<file path="config.mk">
export PLATFORM = sky130hd
export DESIGN_NAME = wlm_top
export DESIGN_NICKNAME = d
export VERILOG_FILES = /design/src/common/wlm_pkg.sv /design/src/hdl/wlm_line.sv /design/src/hdl/wlm_top.sv
export VERILOG_INCLUDE_DIRS = /design/src /design/src/common
export SDC_FILE = /design/constraint.sdc
export NUM_CORES = 1
export LEC_CHECK = 0
export BUFFER_PORTS_ARGS = -buffer_cell sky130_fd_sc_hd__buf_4
export CAP_MARGIN = 20
export CORE_MARGIN = 5
export CORE_UTILIZATION = 45
export DETAILED_ROUTE_END_ITERATION = 10
export PLACE_DENSITY_LB_ADDON = 0.25
export SKIP_LAST_GASP = 1
export SYNTH_ARGS = -nofsm -noshare
export SYNTH_HDL_FRONTEND = slang
export SYNTH_SLANG_ARGS = --single-unit
</file>
<file path="constraint.sdc">
create_clock -name pclk -period 2.65 [get_ports pclk]
set_input_delay 0.3975 -clock pclk [delete_from_list [all_inputs] [get_ports pclk]]
set_output_delay 0.3975 -clock pclk [all_outputs]
set_load 0.05 [all_outputs]
</file>
<file path="src/common/wlm_params.svh">
// Constants for the wake line manager: offsets, fields, reset values, timing
`ifndef WLM_PARAMS_SVH
`define WLM_PARAMS_SVH

`define WLM_OFF_CTRL        12'h000
`define WLM_OFF_MASK        12'h004
`define WLM_OFF_EDGE        12'h008
`define WLM_OFF_PEND        12'h00C
`define WLM_OFF_EXIT        12'h010
`define WLM_OFF_STAT        12'h014

`define WLM_CTRL_WAKE_BIT   0
`define WLM_CTRL_SRC_BIT    1
`define WLM_CTRL_STOP_BIT   2
`define WLM_EXIT_FLAG_BIT   0
`define WLM_STAT_STOP_BIT   0
`define WLM_STAT_RESTART_BIT 1

`define WLM_RST_WORD        32'h0000_0000
`define WLM_NUM_LINES       16

`define WLM_OSC_RESTART_NS  4000
`define WLM_CLK_PERIOD_NS   40

`endif

</file>
<file path="src/common/wlm_pkg.sv">
// Types shared by the wake line manager design
`default_nettype none
package wlm_pkg;
   typedef enum logic [2:0] {
      WLM_IDLE,
      WLM_ONE,
      WLM_ZERO,
      WLM_STOP,
      WLM_RESTART
   } wlm_seq_t;
endpackage : wlm_pkg
`default_nettype wire

</file>
<file path="src/hdl/wlm_line.sv">
// One wake line: edge detector and sticky pending flag
`default_nettype none
module wlm_line (
   input  wire logic pclk,
   input  wire logic presetn,
   input  wire logic clk_en,
   input  wire logic pin,
   input  wire logic rise_sel,
   input  wire logic clr,
   output var  logic pend_q,
   output logic      hit
);
   logic armed_q;
   logic prev_q;

   // First sample after reset only primes the history, so a static level is no edge
   always_ff @(posedge pclk or negedge presetn)
   begin
      if (!presetn)
      begin
         armed_q <= 1'b0;
         prev_q  <= 1'b0;
      end
      else if (clk_en)
      begin
         armed_q <= 1'b1;
         prev_q  <= pin;
      end
   end

   // Edges only, never levels
   assign hit = armed_q & (rise_sel ? (pin & ~prev_q) : (~pin & prev_q));

   // Set beats a simultaneous software clear
   always_ff @(posedge pclk or negedge presetn)
   begin
      if (!presetn)
         pend_q <= 1'b0;
      else if (clk_en)
      begin
         if (hit)
            pend_q <= 1'b1;
         else if (clr)
            pend_q <= 1'b0;
      end
   end
endmodule : wlm_line
`default_nettype wire

</file>
<file path="src/hdl/wlm_top.sv">
// Wake line manager: APB registers, line array, stop sequence and shared channel
`default_nettype none
`include "wlm_params.svh"
module wlm_top
   import wlm_pkg::*;
#(
   parameter int NLINES      = `WLM_NUM_LINES,
   parameter int RESTART_CYC = (`WLM_OSC_RESTART_NS + `WLM_CLK_PERIOD_NS - 1) / `WLM_CLK_PERIOD_NS
) (
   input  wire logic              pclk,
   input  wire logic              presetn,
   input  wire logic              clk_en,
   input  wire logic              psel,
   input  wire logic              penable,
   input  wire logic              pwrite,
   input  wire logic [11:0]       paddr,
   input  wire logic [31:0]       pwdata,
   output var  logic [31:0]       prdata,
   output var  logic              pready,
   output var  logic              pslverr,
   input  wire logic [NLINES-1:0] wake_line_pin,
   input  wire logic              dedicated_irq_pin,
   input  wire logic              ext_stop_n,
   input  wire logic              irq_dma_ack,
   output var  logic              shared_ext_irq_channel,
   output var  logic              wake_event,
   output var  logic              stop_req
);

   // Elaboration checks: the read word and the restart counter bound these
   if (NLINES < 1 || NLINES > 32)
   begin : g_bad_nlines
      $error("wlm_top: NLINES must be 1 to 32");
   end
   if (RESTART_CYC < 1 || RESTART_CYC > 65535)
   begin : g_bad_restart
      $error("wlm_top: RESTART_CYC must be 1 to 65535");
   end

   logic              wake_mode_q;
   logic              src_sel_q;
   logic              stop_q;
   logic              exit_q;
   logic [NLINES-1:0] mask_q;
   logic [NLINES-1:0] edge_q;
   logic [NLINES-1:0] pend;
   logic [NLINES-1:0] hit;
   logic [NLINES-1:0] pend_clr;
   logic [15:0]       restart_q;
   wlm_seq_t          seq_q;

   logic              acc;
   logic              wr;
   logic              wr_ctrl;
   logic              addr_ok;
   logic [31:0]       rd_mux;
   logic              any_mask;
   logic              unmasked_pend;
   logic              wake_hit;
   logic              stop_ok;

   // APB: one wait state, write takes effect at the completing edge, read data is captured one edge earlier
   assign acc     = psel & penable & pready & clk_en;
   assign wr      = acc & pwrite;
   assign wr_ctrl = wr & (paddr == `WLM_OFF_CTRL);

   assign any_mask      = |mask_q;
   assign unmasked_pend = |(pend & mask_q);
   assign wake_hit      = wake_mode_q & unmasked_pend;
   assign stop_ok       = wake_mode_q & ~unmasked_pend & any_mask;

   genvar gi;
   generate
      for (gi = 0; gi < NLINES; gi++)
      begin : g_line
         assign pend_clr[gi] = wr & (paddr == `WLM_OFF_PEND) & ~pwdata[gi];
         wlm_line u_line (
            .pclk     (pclk),
            .presetn  (presetn),
            .clk_en   (clk_en),
            .pin      (wake_line_pin[gi]),
            .rise_sel (edge_q[gi]),
            .clr      (pend_clr[gi]),
            .pend_q   (pend[gi]),
            .hit      (hit[gi])
         );
      end
   endgenerate

   always_comb
   begin
      rd_mux  = `WLM_RST_WORD;
      addr_ok = 1'b1;
      case (paddr)
         `WLM_OFF_CTRL:
         begin
            rd_mux[`WLM_CTRL_WAKE_BIT] = wake_mode_q;
            rd_mux[`WLM_CTRL_SRC_BIT]  = src_sel_q;
            rd_mux[`WLM_CTRL_STOP_BIT] = stop_q;
         end
         `WLM_OFF_MASK: rd_mux[NLINES-1:0] = mask_q;
         `WLM_OFF_EDGE: rd_mux[NLINES-1:0] = edge_q;
         `WLM_OFF_PEND: rd_mux[NLINES-1:0] = pend;
         `WLM_OFF_EXIT: rd_mux[`WLM_EXIT_FLAG_BIT] = exit_q;
         `WLM_OFF_STAT:
         begin
            rd_mux[`WLM_STAT_STOP_BIT]    = (seq_q == WLM_STOP);
            rd_mux[`WLM_STAT_RESTART_BIT] = (seq_q == WLM_RESTART);
         end
         default: addr_ok = 1'b0;
      endcase
   end

   always_ff @(posedge pclk or negedge presetn)
   begin
      if (!presetn)
      begin
         pready  <= 1'b0;
         pslverr <= 1'b0;
         prdata  <= `WLM_RST_WORD;
      end
      else if (clk_en)
      begin
         if (psel && penable && !pready)
         begin
            pready  <= 1'b1;
            pslverr <= ~addr_ok;
            prdata  <= pwrite ? `WLM_RST_WORD : rd_mux;
         end
         else
         begin
            pready  <= 1'b0;
            pslverr <= 1'b0;
         end
      end
   end

   // Plain configuration registers
   always_ff @(posedge pclk or negedge presetn)
   begin
      if (!presetn)
      begin
         wake_mode_q <= 1'b0;
         src_sel_q   <= 1'b0;
         mask_q      <= '0;
         edge_q      <= '0;
      end
      else if (wr)
      begin
         if (paddr == `WLM_OFF_CTRL)
         begin
            wake_mode_q <= pwdata[`WLM_CTRL_WAKE_BIT];
            src_sel_q   <= pwdata[`WLM_CTRL_SRC_BIT];
         end
         if (paddr == `WLM_OFF_MASK)
            mask_q <= pwdata[NLINES-1:0];
         if (paddr == `WLM_OFF_EDGE)
            edge_q <= pwdata[NLINES-1:0];
      end
   end

   // Stop sequence: any other register write or an acknowledge breaks it
   always_ff @(posedge pclk or negedge presetn)
   begin
      if (!presetn)
      begin
         seq_q     <= WLM_IDLE;
         stop_q    <= 1'b0;
         restart_q <= 16'h0000;
      end
      else if (clk_en)
      begin
         case (seq_q)
            WLM_IDLE:
            begin
               if (wr_ctrl && pwdata[`WLM_CTRL_STOP_BIT])
               begin
                  seq_q  <= WLM_ONE;
                  stop_q <= 1'b1;
               end
            end
            WLM_ONE, WLM_ZERO:
            begin
               if (irq_dma_ack || (wr && !wr_ctrl))
               begin
                  seq_q  <= WLM_IDLE;
                  stop_q <= 1'b0;
               end
               else if (wr_ctrl && seq_q == WLM_ONE)
               begin
                  seq_q  <= pwdata[`WLM_CTRL_STOP_BIT] ? WLM_ONE : WLM_ZERO;
                  stop_q <= pwdata[`WLM_CTRL_STOP_BIT];
               end
               else if (wr_ctrl)
               begin
                  // A wake event during the sequence leaves a pending flag and fails stop_ok
                  if (pwdata[`WLM_CTRL_STOP_BIT] && stop_ok)
                  begin
                     seq_q  <= WLM_STOP;
                     stop_q <= 1'b1;
                  end
                  else
                  begin
                     seq_q  <= WLM_IDLE;
                     stop_q <= 1'b0;
                  end
               end
            end
            WLM_STOP:
            begin
               if (wake_hit)
               begin
                  seq_q     <= WLM_RESTART;
                  stop_q    <= 1'b0;
                  restart_q <= 16'(RESTART_CYC - 1);
               end
            end
            WLM_RESTART:
            begin
               // Oscillator restart delay before the exit is reported
               if (restart_q == 16'h0000)
                  seq_q <= WLM_IDLE;
               else
                  restart_q <= restart_q - 16'h0001;
            end
            default:
            begin
               seq_q  <= WLM_IDLE;
               stop_q <= 1'b0;
            end
         endcase
      end
   end

   // Exit flag: hardware set wins over a software clear in the same cycle
   always_ff @(posedge pclk or negedge presetn)
   begin
      if (!presetn)
         exit_q <= 1'b0;
      else if (clk_en)
      begin
         if (seq_q == WLM_RESTART && restart_q == 16'h0000)
            exit_q <= 1'b1;
         else if ((seq_q == WLM_ONE || seq_q == WLM_ZERO) && irq_dma_ack)
            exit_q <= 1'b0;
         else if (wr && paddr == `WLM_OFF_EXIT && !pwdata[`WLM_EXIT_FLAG_BIT])
            exit_q <= 1'b0;
      end
   end

   // Outputs toward the CPU interrupt controller and clock controller
   always_ff @(posedge pclk or negedge presetn)
   begin
      if (!presetn)
      begin
         shared_ext_irq_channel <= 1'b0;
         wake_event             <= 1'b0;
         stop_req               <= 1'b0;
      end
      else if (clk_en)
      begin
         // Level output; the CPU side triggers on its rising edge
         shared_ext_irq_channel <= src_sel_q ? unmasked_pend : dedicated_irq_pin;
         wake_event             <= wake_hit;
         stop_req               <= (seq_q == WLM_STOP) | ~ext_stop_n;
      end
   end

   property p_chan_src;
      @(posedge pclk) disable iff (!presetn)
      clk_en && !src_sel_q |=> shared_ext_irq_channel == $past(dedicated_irq_pin);
   endproperty
   a_chan_src: assert property (p_chan_src) else $error("channel not from pin");

   property p_chan_lines;
      @(posedge pclk) disable iff (!presetn)
      clk_en && src_sel_q && !(|(pend & mask_q)) |=> !shared_ext_irq_channel;
   endproperty
   a_chan_lines: assert property (p_chan_lines) else $error("channel raised with no unmasked pending");

   property p_first_write;
      @(posedge pclk) disable iff (!presetn)
      seq_q == WLM_IDLE && wr_ctrl && pwdata[`WLM_CTRL_STOP_BIT] |=> stop_q && seq_q == WLM_ONE;
   endproperty
   a_first_write: assert property (p_first_write) else $error("stop bit not 1 after first write");

   property p_enter_cond;
      @(posedge pclk) disable iff (!presetn)
      $changed(seq_q) && seq_q == WLM_STOP |-> $past(wake_mode_q) && $past(|mask_q) && !$past(|(pend & mask_q));
   endproperty
   a_enter_cond: assert property (p_enter_cond) else $error("stop entered without conditions");

   property p_ack_abort;
      @(posedge pclk) disable iff (!presetn)
      clk_en && irq_dma_ack && (seq_q == WLM_ONE || seq_q == WLM_ZERO)
      |=> seq_q == WLM_IDLE && !stop_q && !exit_q;
   endproperty
   a_ack_abort: assert property (p_ack_abort) else $error("acknowledge did not cancel stop");

   property p_stop_pin;
      @(posedge pclk) disable iff (!presetn)
      clk_en && !ext_stop_n |=> stop_req;
   endproperty
   a_stop_pin: assert property (p_stop_pin) else $error("stop pin did not force stop request");

   property p_wake_exit;
      @(posedge pclk) disable iff (!presetn)
      clk_en && seq_q == WLM_STOP && wake_hit |=> seq_q == WLM_RESTART && !stop_q ##1 !stop_req || !clk_en;
   endproperty
   a_wake_exit: assert property (p_wake_exit) else $error("wake event did not end stop");

   property p_exit_set;
      @(posedge pclk) disable iff (!presetn)
      $rose(exit_q) |-> $past(seq_q) == WLM_RESTART && seq_q == WLM_IDLE;
   endproperty
   a_exit_set: assert property (p_exit_set) else $error("exit flag set outside restart");

   property p_pend_set;
      @(posedge pclk) disable iff (!presetn)
      clk_en && hit[0] |=> pend[0];
   endproperty
   a_pend_set: assert property (p_pend_set) else $error("edge did not set pending");

   property p_pend_clear;
      @(posedge pclk) disable iff (!presetn)
      pend_clr[0] && !hit[0] |=> !pend[0];
   endproperty
   a_pend_clear: assert property (p_pend_clear) else $error("pending not cleared by write 0");
endmodule : wlm_top
`default_nettype wire

</file>
Word level (Yosys, flattened, before mapping)
Cells that the tools add are included.
{ "op_classes": {"bitwise_logic": 127, "n_mux": 79, "eq_ne": 14, "add_sub_neg": 1, "n_reduce_logical": 64} }
{ "ops": {"columns": ["cell", "n"], "rows": [
  ["1-bit AND", 73],
  ["1-bit 2-to-1 mux", 61],
  ["1-bit inverter", 52],
  ["16-bit 2-to-1 mux", 3],
  ["2-bit AND reduction", 21],
  ["13-bit case mux with 3 select lines", 1],
  ["2-bit nonzero test", 17],
  ["16-bit case mux with 2 select lines", 1],
  ["16-bit OR reduction", 2],
  ["12-bit by 4-bit == test with 1-bit output (second input constant)", 2],
  ["12-bit by 5-bit == test with 1-bit output (second input constant)", 2],
  ["3-bit 2-to-1 mux", 6],
  ["16-bit AND", 1],
  ["16-bit logical NOT", 1],
  ["16-bit by 1-bit subtractor with 16-bit output (second input constant)", 1],
  ["12-bit by 3-bit == test with 1-bit output (second input constant)", 1],
  ["12-bit logical NOT", 1],
  ["3-bit case mux with 4 select lines", 1],
  ["1-bit logical AND", 10],
  ["5-bit AND reduction", 2],
  ["2-bit != test (second input constant)", 4],
  ["1-bit case mux with 4 select lines", 2],
  ["3-bit by 2-bit == test with 1-bit output (second input constant)", 2],
  ["1-bit case mux with 6 select lines", 1],
  ["other kinds (13)", 17]
]} }
{ "word_totals": {"out_inout_bits": 37, "register_bits": 125, "input_bits": 69, "elab_cells": 332} }

Longest topological paths before layout
Gate-level depths: netlist (run 1).
{ "logic_depth": {"ltp_word": 11, "depth_mapped": 10, "depth_no_buf": 8} }

Modules after synthesis
From an unflattened synthesis (run 1), not the netlist that was laid out.
{ "unflattened": {"hier_cells": 557, "area_unflattened_um2": 6266.0} }
{ "by_module_without_submodules": {"columns": ["mod", "seq_area_each_um2", "area_per_inst_um2", "cells_per_inst", "instances"], "rows": [
  ["wlm_top", 1901.8, 4083.9, 381, 1],
  ["wlm_line", 75.1, 136.4, 11, 16]
]} }

Worst setup path after synthesis (run 1)
Ideal clock, no wire load.
{ "synth_timing": {"kind": "input to register", "from": "in paddr[9]", "to": "reg edge_q[10]", "path_stages": 6, "setup_ns": 0.125, "t_required_ns": 2.525, "setup_slack_ns": 0.650, "arrival_ns": 1.875, "n_path_buf": 1, "path_cell_list": "nor4_4 and3_1 nand2_2 nor3_4 buf_6 mux2_2"} }
{ "synth_between": {"elab_chain_cells": 2} }
{ "synth_lines": {"columns": ["item", "line_no", "rtl"], "rows": [
  ["start, declared", "wlm_top.sv:16", "input wire logic [11:0] paddr,"],
  ["12-bit by 4-bit == test with 1-bit output", null, null],
  ["2-bit AND reduction (no source line)", null, null],
  ["end signal, assigned", "wlm_top.sv:158", "edge_q <= pwdata[NLINES-1:0];"],
  ["end, declared", "wlm_top.sv:45", "logic [NLINES-1:0] edge_q;"]
]} }
Every way passes these cells.
A chain may end at the register's enable or synchronous reset.

Worst setup path after layout (run 1)
{ "layout_timing": {"from": "reg mask_q[4]", "to": "reg restart_q[14]"} }
{ "layout_between": {"elab_chain_cells": 5} }
{ "layout_lines": {"columns": ["item", "line_no", "rtl"], "rows": [
  ["start, declared", "wlm_top.sv:44", "logic [NLINES-1:0] mask_q;"],
  ["start signal, assigned", "wlm_top.sv:156", "mask_q <= pwdata[NLINES-1:0];"],
  ["16-bit AND", "wlm_top.sv:68", "assign unmasked_pend = |(pend & mask_q);"],
  ["16-bit OR reduction", "wlm_top.sv:68", null],
  ["1-bit AND", "wlm_top.sv:69", "assign wake_hit = wake_mode_q & unmasked_pend;"],
  ["2-bit != test (no source line)", null, null],
  ["4-bit AND reduction (no source line)", null, null],
  ["end signal, assigned", "wlm_top.sv:215", "restart_q <= 16'(RESTART_CYC - 1);"],
  ["end signal, assigned", "wlm_top.sv:224", "restart_q <= restart_q - 16'h0001;"],
  ["end, declared", "wlm_top.sv:49", "logic [15:0] restart_q;"]
]} }
Every way passes these cells.

==> metrics, run 1 <==
status finished clean; R2R Path Start mask_q[4]; total wire length between 10000 and 15000 µm; FILL cells 1109; Worst-path clk slew about 0.070 ns; pin count of the biggest net entering global routing between 60 and 70; number of synthesized flops with an enable pin 0; post-cts sizing count 0; CP max FO 11; Placed Cells between 700 and 800; share of layout cells above drive strength 1 0.2637; Die Wd 121.5 µm; final setup violation count 0; Synth Warn # 0; port bufs between 70 and 80; final slew viol count 0; Pleak between 0.003 and 0.004 µW; Max Cap Violations 0; via count around 4500; Avg Vias per Cell between 5 and 6; Clk Latency, worst-skew pair around 0.35 ns; hold_buf cts 0; Crit. End Element register; register area 2728 µm²; critical path required time 2.89 ns; pwr dens slightly above 500 nW/µm²; WHS about 0.061 ns; Setup TNS Final 0 ns; Worst-Margin Slew between 0.6 and 0.7 ns; Top Metal Used met4; Slowest-stage cell, CP or4_1; Initial Util 0.4622; DRC Markers 0; Post-Syn Area per Cell around 10 µm²; core area ~12000 µm²; RSZ-0062 raised after global routing false; Power, Total roughly 3300 µW; Final period util 0.8811; CP arrival around 2.6 ns; synthesis-to-finish area growth 17.57%; First DRT Iteration DRCs 327; Main synth FF type dfrtp_1; Core Util, Final 0.5434; cts bufs inserted 9; fin cells between 800 and 900; nets around 700; initial antenna violation count 0; CTS sink cnt about 110; Setup crit start mask_q[4]; clk buf depth 2; First-pass DRT Iterations 6; GRT Residual Overflow 0; first-pass GRT wire length 22090 µm; Die H around 120 µm; Setup CP Type reg2reg; Worst Skew 0.007794 ns; post-synth cell types 60; Setup Fix Bufs, Post-CTS 0; min Tclk post-route 2.335 ns; DP Wirelength 9642 µm; Max Clk Rate 0.4283 GHz; clock tree from TritonCTS done; vias in the first global route 4240; die area 14770 µm²; synthesized cell area 5598 µm²; DR WL/cell 16.73 µm; max incr delay on CP around 0.64 ns; Root Buffer clkbuf_16; Worst R2R End restart_q[14]; R2R Setup Slk between 0.3 and 0.4 ns; sequential area share after synthesis 0.4873; worst vdd ir around 0.38 mV; cells after synthesis roughly 560; metal2 WL about 6500 µm; relative slew slack 0.5565; multi-input logic area approximately 2700 µm²; Detail Route Antenna Nets 0; antenna cells 0; H-tree Lvls 3; Seq cells post-synth around 110; GPL Wtd Cong just under 0.9; Worst Hold Class in2async; Final Hold Vio Count 0; CP Cell Sequence a22oi_1 > nand2_1 > or4_1 > a41oi_2 > o21ai_0 > o41ai_1; Site Rows 40; total track usage 0.1881; I/O pin count 106; met3 WL post-DR slightly above 700 µm; wl on met1 between 6000 and 7000 µm; startpoint types register; asr flop ratio synth 1.000; R2R cell count 6
## critical path, delay by kind of cell (launching register included)
kind            cells  cell delay [ns]
simple gates        2             0.74
compound gates      4             1.06
flops               1             0.41
## state kept, by name, indices dropped and copies added, names as in the netlist
signal                  flops
src_sel_q                   1
seq_q                       3
mask_q                     16
g_line.u_line.pend_q       16
restart_q                  16
wake_mode_q                 1
stop_req                    1
exit_q                      1
shared_ext_irq_channel      1
pready                      1
prdata                     16
wake_event                  1
g_line.u_line.prev_q       16
g_line.u_line.armed_q       1
pslverr                     1
edge_q                     16
stop_q                      1
## cell usage in the layout, fill, tap and decap left out, drive strengths merged, types with 2 or more instances in the layout
cell and count:
nor3 9, and2 4, o31ai 3, a21oi 38
o21ai 70, clkinv 3, a22o 2, inv 5
o41ai 4, nor4 15, clkbuf 12, nor2b 2
a22oi 9, or2 2, nand2 57, mux2 52
nand3b 2, or4 2, conb 16, nor2 71
nor3b 3, mux2i 15, and3 6, dfrtp 109
a31oi 4, o211ai 2, or3 2, buf 86
nand3 7, a32o 3, nand2b 4, nand4 4
## synthesized netlist by cell type, types with 6 or more instances
| cell type | count | area [µm²] |
|---|---|---|
| a21oi_1 | 38 | 190.2 |
| a22oi_1 | 9 | 67.56 |
| and3_1 | 6 | 37.54 |
| buf_2 | 6 | 30.03 |
| buf_4 | 17 | 127.6 |
| clkbuf_1 | 12 | 45.04 |
| dfrtp_1 | 109 | 2728 |
| mux2_2 | 40 | 450.4 |
| mux2_4 | 10 | 150.1 |
| mux2i_1 | 15 | 150.1 |
| nand2_1 | 55 | 206.5 |
| nand3_1 | 6 | 30.03 |
| nor2_1 | 71 | 266.5 |
| nor3_1 | 8 | 40.04 |
| nor4_1 | 12 | 75.07 |
| o21ai_0 | 63 | 315.3 |
| o21ai_1 | 6 | 30.03 |
## per-layer routing
metal	track usage	vias up
met5	0	-
met4	0.05672	0
met3	0.04596	21
met2	0.3050	122
met1	0.2507	2176
li1	-	2140
## report_power, final
| group | switching (µW) | internal (µW) | total, µW |
|---|---|---|---|
| Clock | 605 | 695 | 1300 |
| Sequential | 21.1 | 1690 | 1710 |
| Combinational | 196 | 112 | 308 |
| Total | 822 | 2500 | 3320 |
## how the worst max path moves through the flow
stage | to | cells after the start | slack (ns)
final | restart_q[14] | 6 | 0.32
after global routing | restart_q[14] | 6 | 0.13
after CTS | restart_q[14] | 6 | 0.30
after detailed placement | restart_q[14] | 6 | 0.32
after global placement | restart_q[14] | 6 | 0.37
after floorplan | edge_q[10] | 6 | 0.65
## through the flow
step | setup slack [ns] | area [µm²]
floorplan | 0.6499 | 5654
global placement | 0.3720 | 6294
detailed placement | 0.3249 | 6294
CTS | 0.2974 | 6581
global route | 0.1253 | 6581
finish | 0.3152 | 6581
## logic make-up after synthesis
group,Yosys count,share of synthesized area
other,1,0.0006699
flip-flops,109,0.4873
AO/OA/AOI/OAI,144,0.1504
AND/OR/NAND/NOR,192,0.1721
XOR/XNOR,1,0.001565
multiplexers,68,0.1422
adder cells (fa/ha/maj),1,0.002235
buffers and inverters,42,0.04358
## area by class of cell
class / count / area share
Sequential cell: 109 / 0.4144
Multi-Input combinational cell: 422 / 0.4076
Timing Repair Buffer: 86 / 0.1000
Clock buffer: 12 / 0.03897
Tap cell: 168 / 0.03194
Clock inverter: 4 / 0.004753
Inverter: 4 / 0.002281
(Power assumes the default switching activity.)
==> run 2: changes to the inputs <==
--- a/config.mk
+++ b/config.mk
@@ -8,10 +8,13 @@
 export LEC_CHECK = 0
 export BUFFER_PORTS_ARGS = -buffer_cell sky130_fd_sc_hd__buf_4
 export CAP_MARGIN = 20
+export CELL_PAD_IN_SITES_DETAIL_PLACEMENT = 2
+export CELL_PAD_IN_SITES_GLOBAL_PLACEMENT = 2
 export CORE_MARGIN = 5
-export CORE_UTILIZATION = 45
+export CORE_UTILIZATION = 35
 export DETAILED_ROUTE_END_ITERATION = 10
 export PLACE_DENSITY_LB_ADDON = 0.25
+export REMOVE_ABC_BUFFERS = 1
 export SKIP_LAST_GASP = 1
 export SYNTH_ARGS = -nofsm -noshare
 export SYNTH_HDL_FRONTEND = slang
==> metrics, run 2 (synthesized netlist as in run 1, its figures left out) <==
status finished clean; H-tree Lvls 3 (unchanged); R2R Path Start mask_q[4]; clk buf depth 2 (unchanged); Avg Vias per Cell 5.394 (-2.6%); initial antenna violation count 0 (unchanged); Pleak 0.003038 µW (+0.65%); relative slew slack 0.5641 (+0.007579); port bufs 73 (unchanged); total track usage 0.1965 (+0.008437); DRC Markers 0 (unchanged); R2R Setup Slk 0.43 ns (+0.12 ns); First-pass DRT Iterations 4 (-2); worst vdd ir 0.2928 mV (-23%); via count 4617 (+3.5%); Setup CP Type reg2reg; Site Rows 46 (+15%); die area 18620 µm² (+26%); most common cell after layout, fill and taps aside dfrtp_1; Setup Fix Bufs, Post-CTS 0 (unchanged); final setup violation count 0 (unchanged); vias in the first global route 5187 (+22%); Placed Cells 839 (+6.3%); WHS 0.05816 ns (-0.002569 ns); first-pass GRT wire length 28390 µm (+29%); Clk Latency, worst-skew pair 0.36 ns (about the same); antenna cells 0 (unchanged); pwr dens 514.8 nW/µm² (+2.0%); nets 705 (+0.43%); total wire length 17570 µm (+30%); First DRT Iteration DRCs 233 (-29%); pin count of the biggest net entering global routing 49 (-23%); commonest cells after routing, fill and taps aside dfrtp_1 (109), buf_4 (88), nor2_1 (71); Worst Hold Class in2async; fin cells 856 (+6.3%); Crit. End Element register; Max Cap Violations 0 (unchanged); Root Buffer clkbuf_16; Detail Route Antenna Nets 0 (unchanged); Die Wd 136.5 µm (+12%); Worst Skew 0.005342 ns (-0.002452 ns); min Tclk post-route 2.219 ns (-0.1160 ns); CP max FO 6 (-5); Setup TNS Final 0 ns (unchanged); GRT Residual Overflow 0 (unchanged); I/O pin count 106 (unchanged); share of layout cells above drive strength 1 0.2688 (+0.005014); hold_buf cts 0 (unchanged); Final Hold Vio Count 0 (unchanged); synthesis-to-finish area growth 19.27%; Die H 136.5 µm (+12%); cts bufs inserted 9 (unchanged); DR WL/cell 20.52 µm (+23%); DP Wirelength 12670 µm (+31%); CP arrival 2.45 ns (-0.13 ns); critical path required time 2.88 ns (about the same); CTS sink cnt 109 (unchanged); clock tree from TritonCTS done; Setup crit start mask_q[4]; Max Clk Rate 0.4507 GHz (+5.2%); RSZ-0062 raised after global routing false; Final period util 0.8373 (-0.04379); final slew viol count 0 (unchanged); startpoint types register; Worst-path clk slew 0.07 ns (about the same); Worst-Margin Slew 0.6539 ns (-0.005291 ns); post-cts sizing count 0 (unchanged); Initial Util 0.3550 (-0.1072); core area 15770 µm² (+30%); GPL Wtd Cong 0.7450 (-16%)
-- run 2: final cells by class --
cell class / count / area, µm²
Timing Repair Buffer: 89 / 680.7
Fill cell: 1720 / 9094
Clock buffer: 9 / 225.2
Tap cell: 216 / 270.3
Multi-Input combinational cell: 422 / 2683
Sequential cell: 109 / 2728
Clock inverter: 7 / 75.07
Inverter: 4 / 15.01
-- run 2: metrics by stage --
step                      cell area (µm²)  setup WS [ns]  utilization  total power [µW]
after floorplan                      5425         0.4931            -              1887
after global placement               6369         0.4184       0.4038              2062
after detailed placement             6369         0.2877       0.4038              2076
after CTS                            6669         0.4053       0.4229              3491
after global routing                 6676         0.2885       0.4234              3580
final                                6676         0.4312       0.4234              3437
-- run 2: power by group --
part	internal [µW]	switching [µW]	total, µW	leakage, µW
combinational	115	205	321	0.00150
sequential	1690	23.3	1720	0.00139
clock	739	660	1400	0.000150
total	2550	889	3440	0.00304
-- run 2: critical path, cell delays in order, from the launching register on --
cell,delay (ns)
dfrtp_1,0.46
a22oi_1,0.24
nand2_1,0.13
or4_1,0.65
a41o_1,0.38
a21oi_1,0.18
a31oi_1,0.06
-- run 2: final timing paths --
| path | depth (start not counted) | endpoint |
|---|---|---|
| worst min register to register | 1 | g_line[1].u_line.armed_q |
| max in group asynchronous | 2 | g_line[11].u_line.prev_q |
| worst min-delay path | 1 | restart_q[7] |
| worst max-delay path | 6 | restart_q[5] |
| min in group pclk | 2 | stop_req |
| worst max register to register | 6 | restart_q[5] |
-- run 2: metal layers --
layer | GRT usage | routed length (µm) | up-vias
li1 | - | - | 2129
met1 | 0.2477 | 7748 | 2387
met2 | 0.3521 | 9057 | 85
met3 | 0.02369 | 532 | 16
met4 | 0.05711 | 230 | 0
met5 | 0 | 0 | -
==> run 3: changes to the inputs <==
--- a/config.mk
+++ b/config.mk
@@ -6,12 +6,13 @@
 export SDC_FILE = /design/constraint.sdc
 export NUM_CORES = 1
 export LEC_CHECK = 0
+export ABC_AREA = 1
 export BUFFER_PORTS_ARGS = -buffer_cell sky130_fd_sc_hd__buf_4
 export CAP_MARGIN = 20
 export CELL_PAD_IN_SITES_DETAIL_PLACEMENT = 2
 export CELL_PAD_IN_SITES_GLOBAL_PLACEMENT = 2
 export CORE_MARGIN = 5
-export CORE_UTILIZATION = 35
+export CORE_UTILIZATION = 32
 export DETAILED_ROUTE_END_ITERATION = 10
 export PLACE_DENSITY_LB_ADDON = 0.25
 export REMOVE_ABC_BUFFERS = 1
==> constraint.sdc (replaced) <==
create_clock -name pclk -period 2.27 [get_ports pclk]
set_input_delay 0.3405 -clock pclk [delete_from_list [all_inputs] [get_ports pclk]]
set_output_delay 0.3405 -clock pclk [all_outputs]
set_load 0.05 [all_outputs]
==> metrics, run 3 <==
cells after synthesis 763 (+37%); WHS Path Cells 2; FILL cells 2119 (+23%); R2R Setup Slk 0.17 ns (-0.26 ns); Seq pwr share 0.490 (-0.009); most common cell after layout, fill and taps aside nand2_1; Max Clk Rate 0.4772 GHz (+5.9%); Placed Cells 1058 (+26%); vias in the first global route 6077 (+17%); Worst R2R End restart_q[5]; DR WL/cell 17.81 µm (-13%); worst vdd ir 0.3649 mV (+25%); synthesized cell area 5814 µm² (+3.9%); R2R Path Start restart_q[0]; port bufs 73 (unchanged); R2R cell count 11 (+5); Clk network pwr share 0.387 (-0.020); commonest cells after routing, fill and taps aside nand2_1 (255), dfrtp_1 (109), buf_4 (87); GRT Residual Overflow 0 (unchanged); critical path required time 2.55 ns (-0.33 ns); status finished clean; Root Buffer clkbuf_16; pwr dens 601.7 nW/µm² (+17%); clk buf depth 2 (unchanged); Clk Latency, worst-skew pair 0.36 ns (about the same); sequential area share after synthesis 0.4691 (-0.01814); Initial Util 0.3248 (-0.03018); RSZ-0062 raised after global routing false; Crit. End Element register; Site Rows 49 (+6.5%); fin cells 1075 (+26%); Int Pwr 2965 µW (+16%); Setup CP Type reg2reg; Core Util, Final 0.3853 (-0.03805); antenna cells 0 (unchanged); via count 5381 (+17%); Design Area, Final 6898 µm² (+3.3%); asr flop ratio synth 1.000 (unchanged); P_sw 1186 µW (+33%); clock tree from TritonCTS done; Post-Syn Area per Cell 7.620 µm² (-24%); final slew viol count 0 (unchanged); cts bufs inserted 9 (unchanged); DP Wirelength 14040 µm (+11%); Setup crit start restart_q[0]; Avg Vias per Cell 5.006 (-7.2%); CP max FO 16 (+10); Power, Total 4151 µW (+21%); Hold Path End stop_req; Worst-path clk slew 0.08 ns (about the same); post-cts sizing count 0 (unchanged); Final period util 0.9232 (+0.08588); Die Wd 144.8 µm (+6.1%); min-delay src ext_stop_n; hold_buf cts 1 (+1); Die H 144.8 µm (+6.1%); Setup TNS Final 0 ns (unchanged); die area 20970 µm² (+13%); total wire length 19140 µm (+9.0%); placed instance area 6601 µm² (+3.7%); post-synth top area share 0.4691 (-0.01814); Synth top cells by count nand2_1 (255), dfrtp_1 (109), inv_1 (66); Setup Fix Bufs, Post-CTS 0 (unchanged); Worst Skew 0.007667 ns (+0.002325 ns); share of layout cells above drive strength 1 0.1726 (-0.09617); Gate power share 0.124 (+0.031); switching share of power 0.2857 (+0.02697); synthesis-to-finish area growth 18.64%; Synth Warn # 0 (unchanged); Final Hold Vio Count 0 (unchanged); most area-hungry cell type in the Yosys netlist dfrtp_1; Pleak 0.003408 µW (+12%); nets 911 (+29%); min Tclk post-route 2.096 ns (-0.1232 ns); final setup violation count 0 (unchanged); startpoint types register; Max Cap Violations 0 (unchanged); Seq cells post-synth 109 (unchanged); H-tree Lvls 3 (unchanged); CTS sink cnt 109 (unchanged); Detail Route Antenna Nets 0 (unchanged); top-count cell post-synth nand2_1; number of synthesized flops with an enable pin 0 (unchanged); first-pass GRT wire length 30990 µm (+9.2%); pin count of the biggest net entering global routing 46 (-6.1%); core area 17900 µm² (+14%); Main synth FF type dfrtp_1; CP arrival 2.37 ns (-0.08 ns); Worst Hold Class in2reg; DRC Markers 0 (unchanged); First-pass DRT Iterations 4 (unchanged); initial antenna violation count 0 (unchanged); Synth area leaders dfrtp_1 (47%), nand2_1 (16%), o21ai_1 (5.3%); Worst-Margin Slew 0.5537 ns (-0.1002 ns); total track usage 0.1875 (-0.009040); post-synth cell types 35 (-42%); GPL Wtd Cong 0.8352 (+12%); relative slew slack 0.6309 (+0.06681); First DRT Iteration DRCs 174 (-25%); I/O pin count 106 (unchanged)
## run 3: changes by cell type after synthesis, moves of 17 or more
| cell | change |
|---|---|
| o21ai_0 | -18 |
| inv_1 | +62 |
| nand2_1 | +200 |
| o21ai_1 | +56 |
| a21oi_1 | -18 |
| nor2_1 | -17 |
| nand3_1 | +20 |
| mux2_2 | -40 |
## run 3: cells by family (layout without fill, tap and decap cells)
kind of cell / after synthesis / after routing / share of synthesized area
and+or+nand+nor: 369 / 369 / 0.2673
AOI/OAI and AO/OA: 155 / 155 / 0.1478
buffers and inverters: 114 / 182 / 0.09189
DFF: 109 / 109 / 0.4691
xor gates and xnor gates: 14 / 14 / 0.02109
adders and majority gates: 1 / 1 / 0.002152
other: 1 / 16 / 0.0006450
## run 3: critical path, stage by stage (launching register included)
cell,delay [ns]
dfrtp_1,0.38
inv_1,0.12
ha_1,0.23
nand2_1,0.12
inv_1,0.13
nand3_1,0.13
nand2_1,0.15
a21oi_2,0.09
nand2_2,0.21
buf_4,0.26
nand2_1,0.09
o21ai_1,0.11
## run 3: power by group through the flow
stage	clock, µW	sequential, µW	combinational [µW]
3_3_place_gp	0	2070	487
3_5_place_dp	0	2070	519
4_1_cts	1660	2030	522
6_report	1610	2030	513
2_1_floorplan	0	2080	254
5_1_grt	1730	2040	572
## run 3: per-layer routing
layer  part of all wire  track usage  routed length (µm)  vias to the layer above
met5                  0            0                   0                        -
met3              0.034      0.02169                 652                       14
met1               0.45       0.2379                8543                     2719
li1                   -            -                   -                     2565
met4              0.011      0.04860                 220                        0
met2               0.51       0.3381                9727                       83
## run 3: final cells by class
class,count,area (µm²),share of cell area
timing repair buffer,90,703.2,0.1019
sequential,109,2728,0.3954
inverter,76,285.3,0.04136
clock buffer,12,256.5,0.03718
tap,229,286.5,0.04154
multi-input combinational,555,2609,0.3782
clock inverter,4,30.03,0.004353
## run 3: worst max-delay path by stage
stage / cells after the start / end / slack [ns]
2_1_floorplan: 5 / edge_q[0] / 0.11
3_3_place_gp: 10 / mask_q[14] / 0.32
3_5_place_dp: 10 / mask_q[8] / 0.19
4_1_cts: 11 / restart_q[5] / 0.15
5_1_grt: 11 / restart_q[5] / 0.03
6_report: 11 / restart_q[5] / 0.17
## run 3: metrics by stage
stage,hold WS [ns],setup slack (ns)
6_report,0.1648,0.1744
5_1_grt,0.1701,0.02774
3_5_place_dp,0.3685,0.1896
2_1_floorplan,0.04491,0.1085
3_3_place_gp,0.3572,0.3191
4_1_cts,0.1585,0.1478
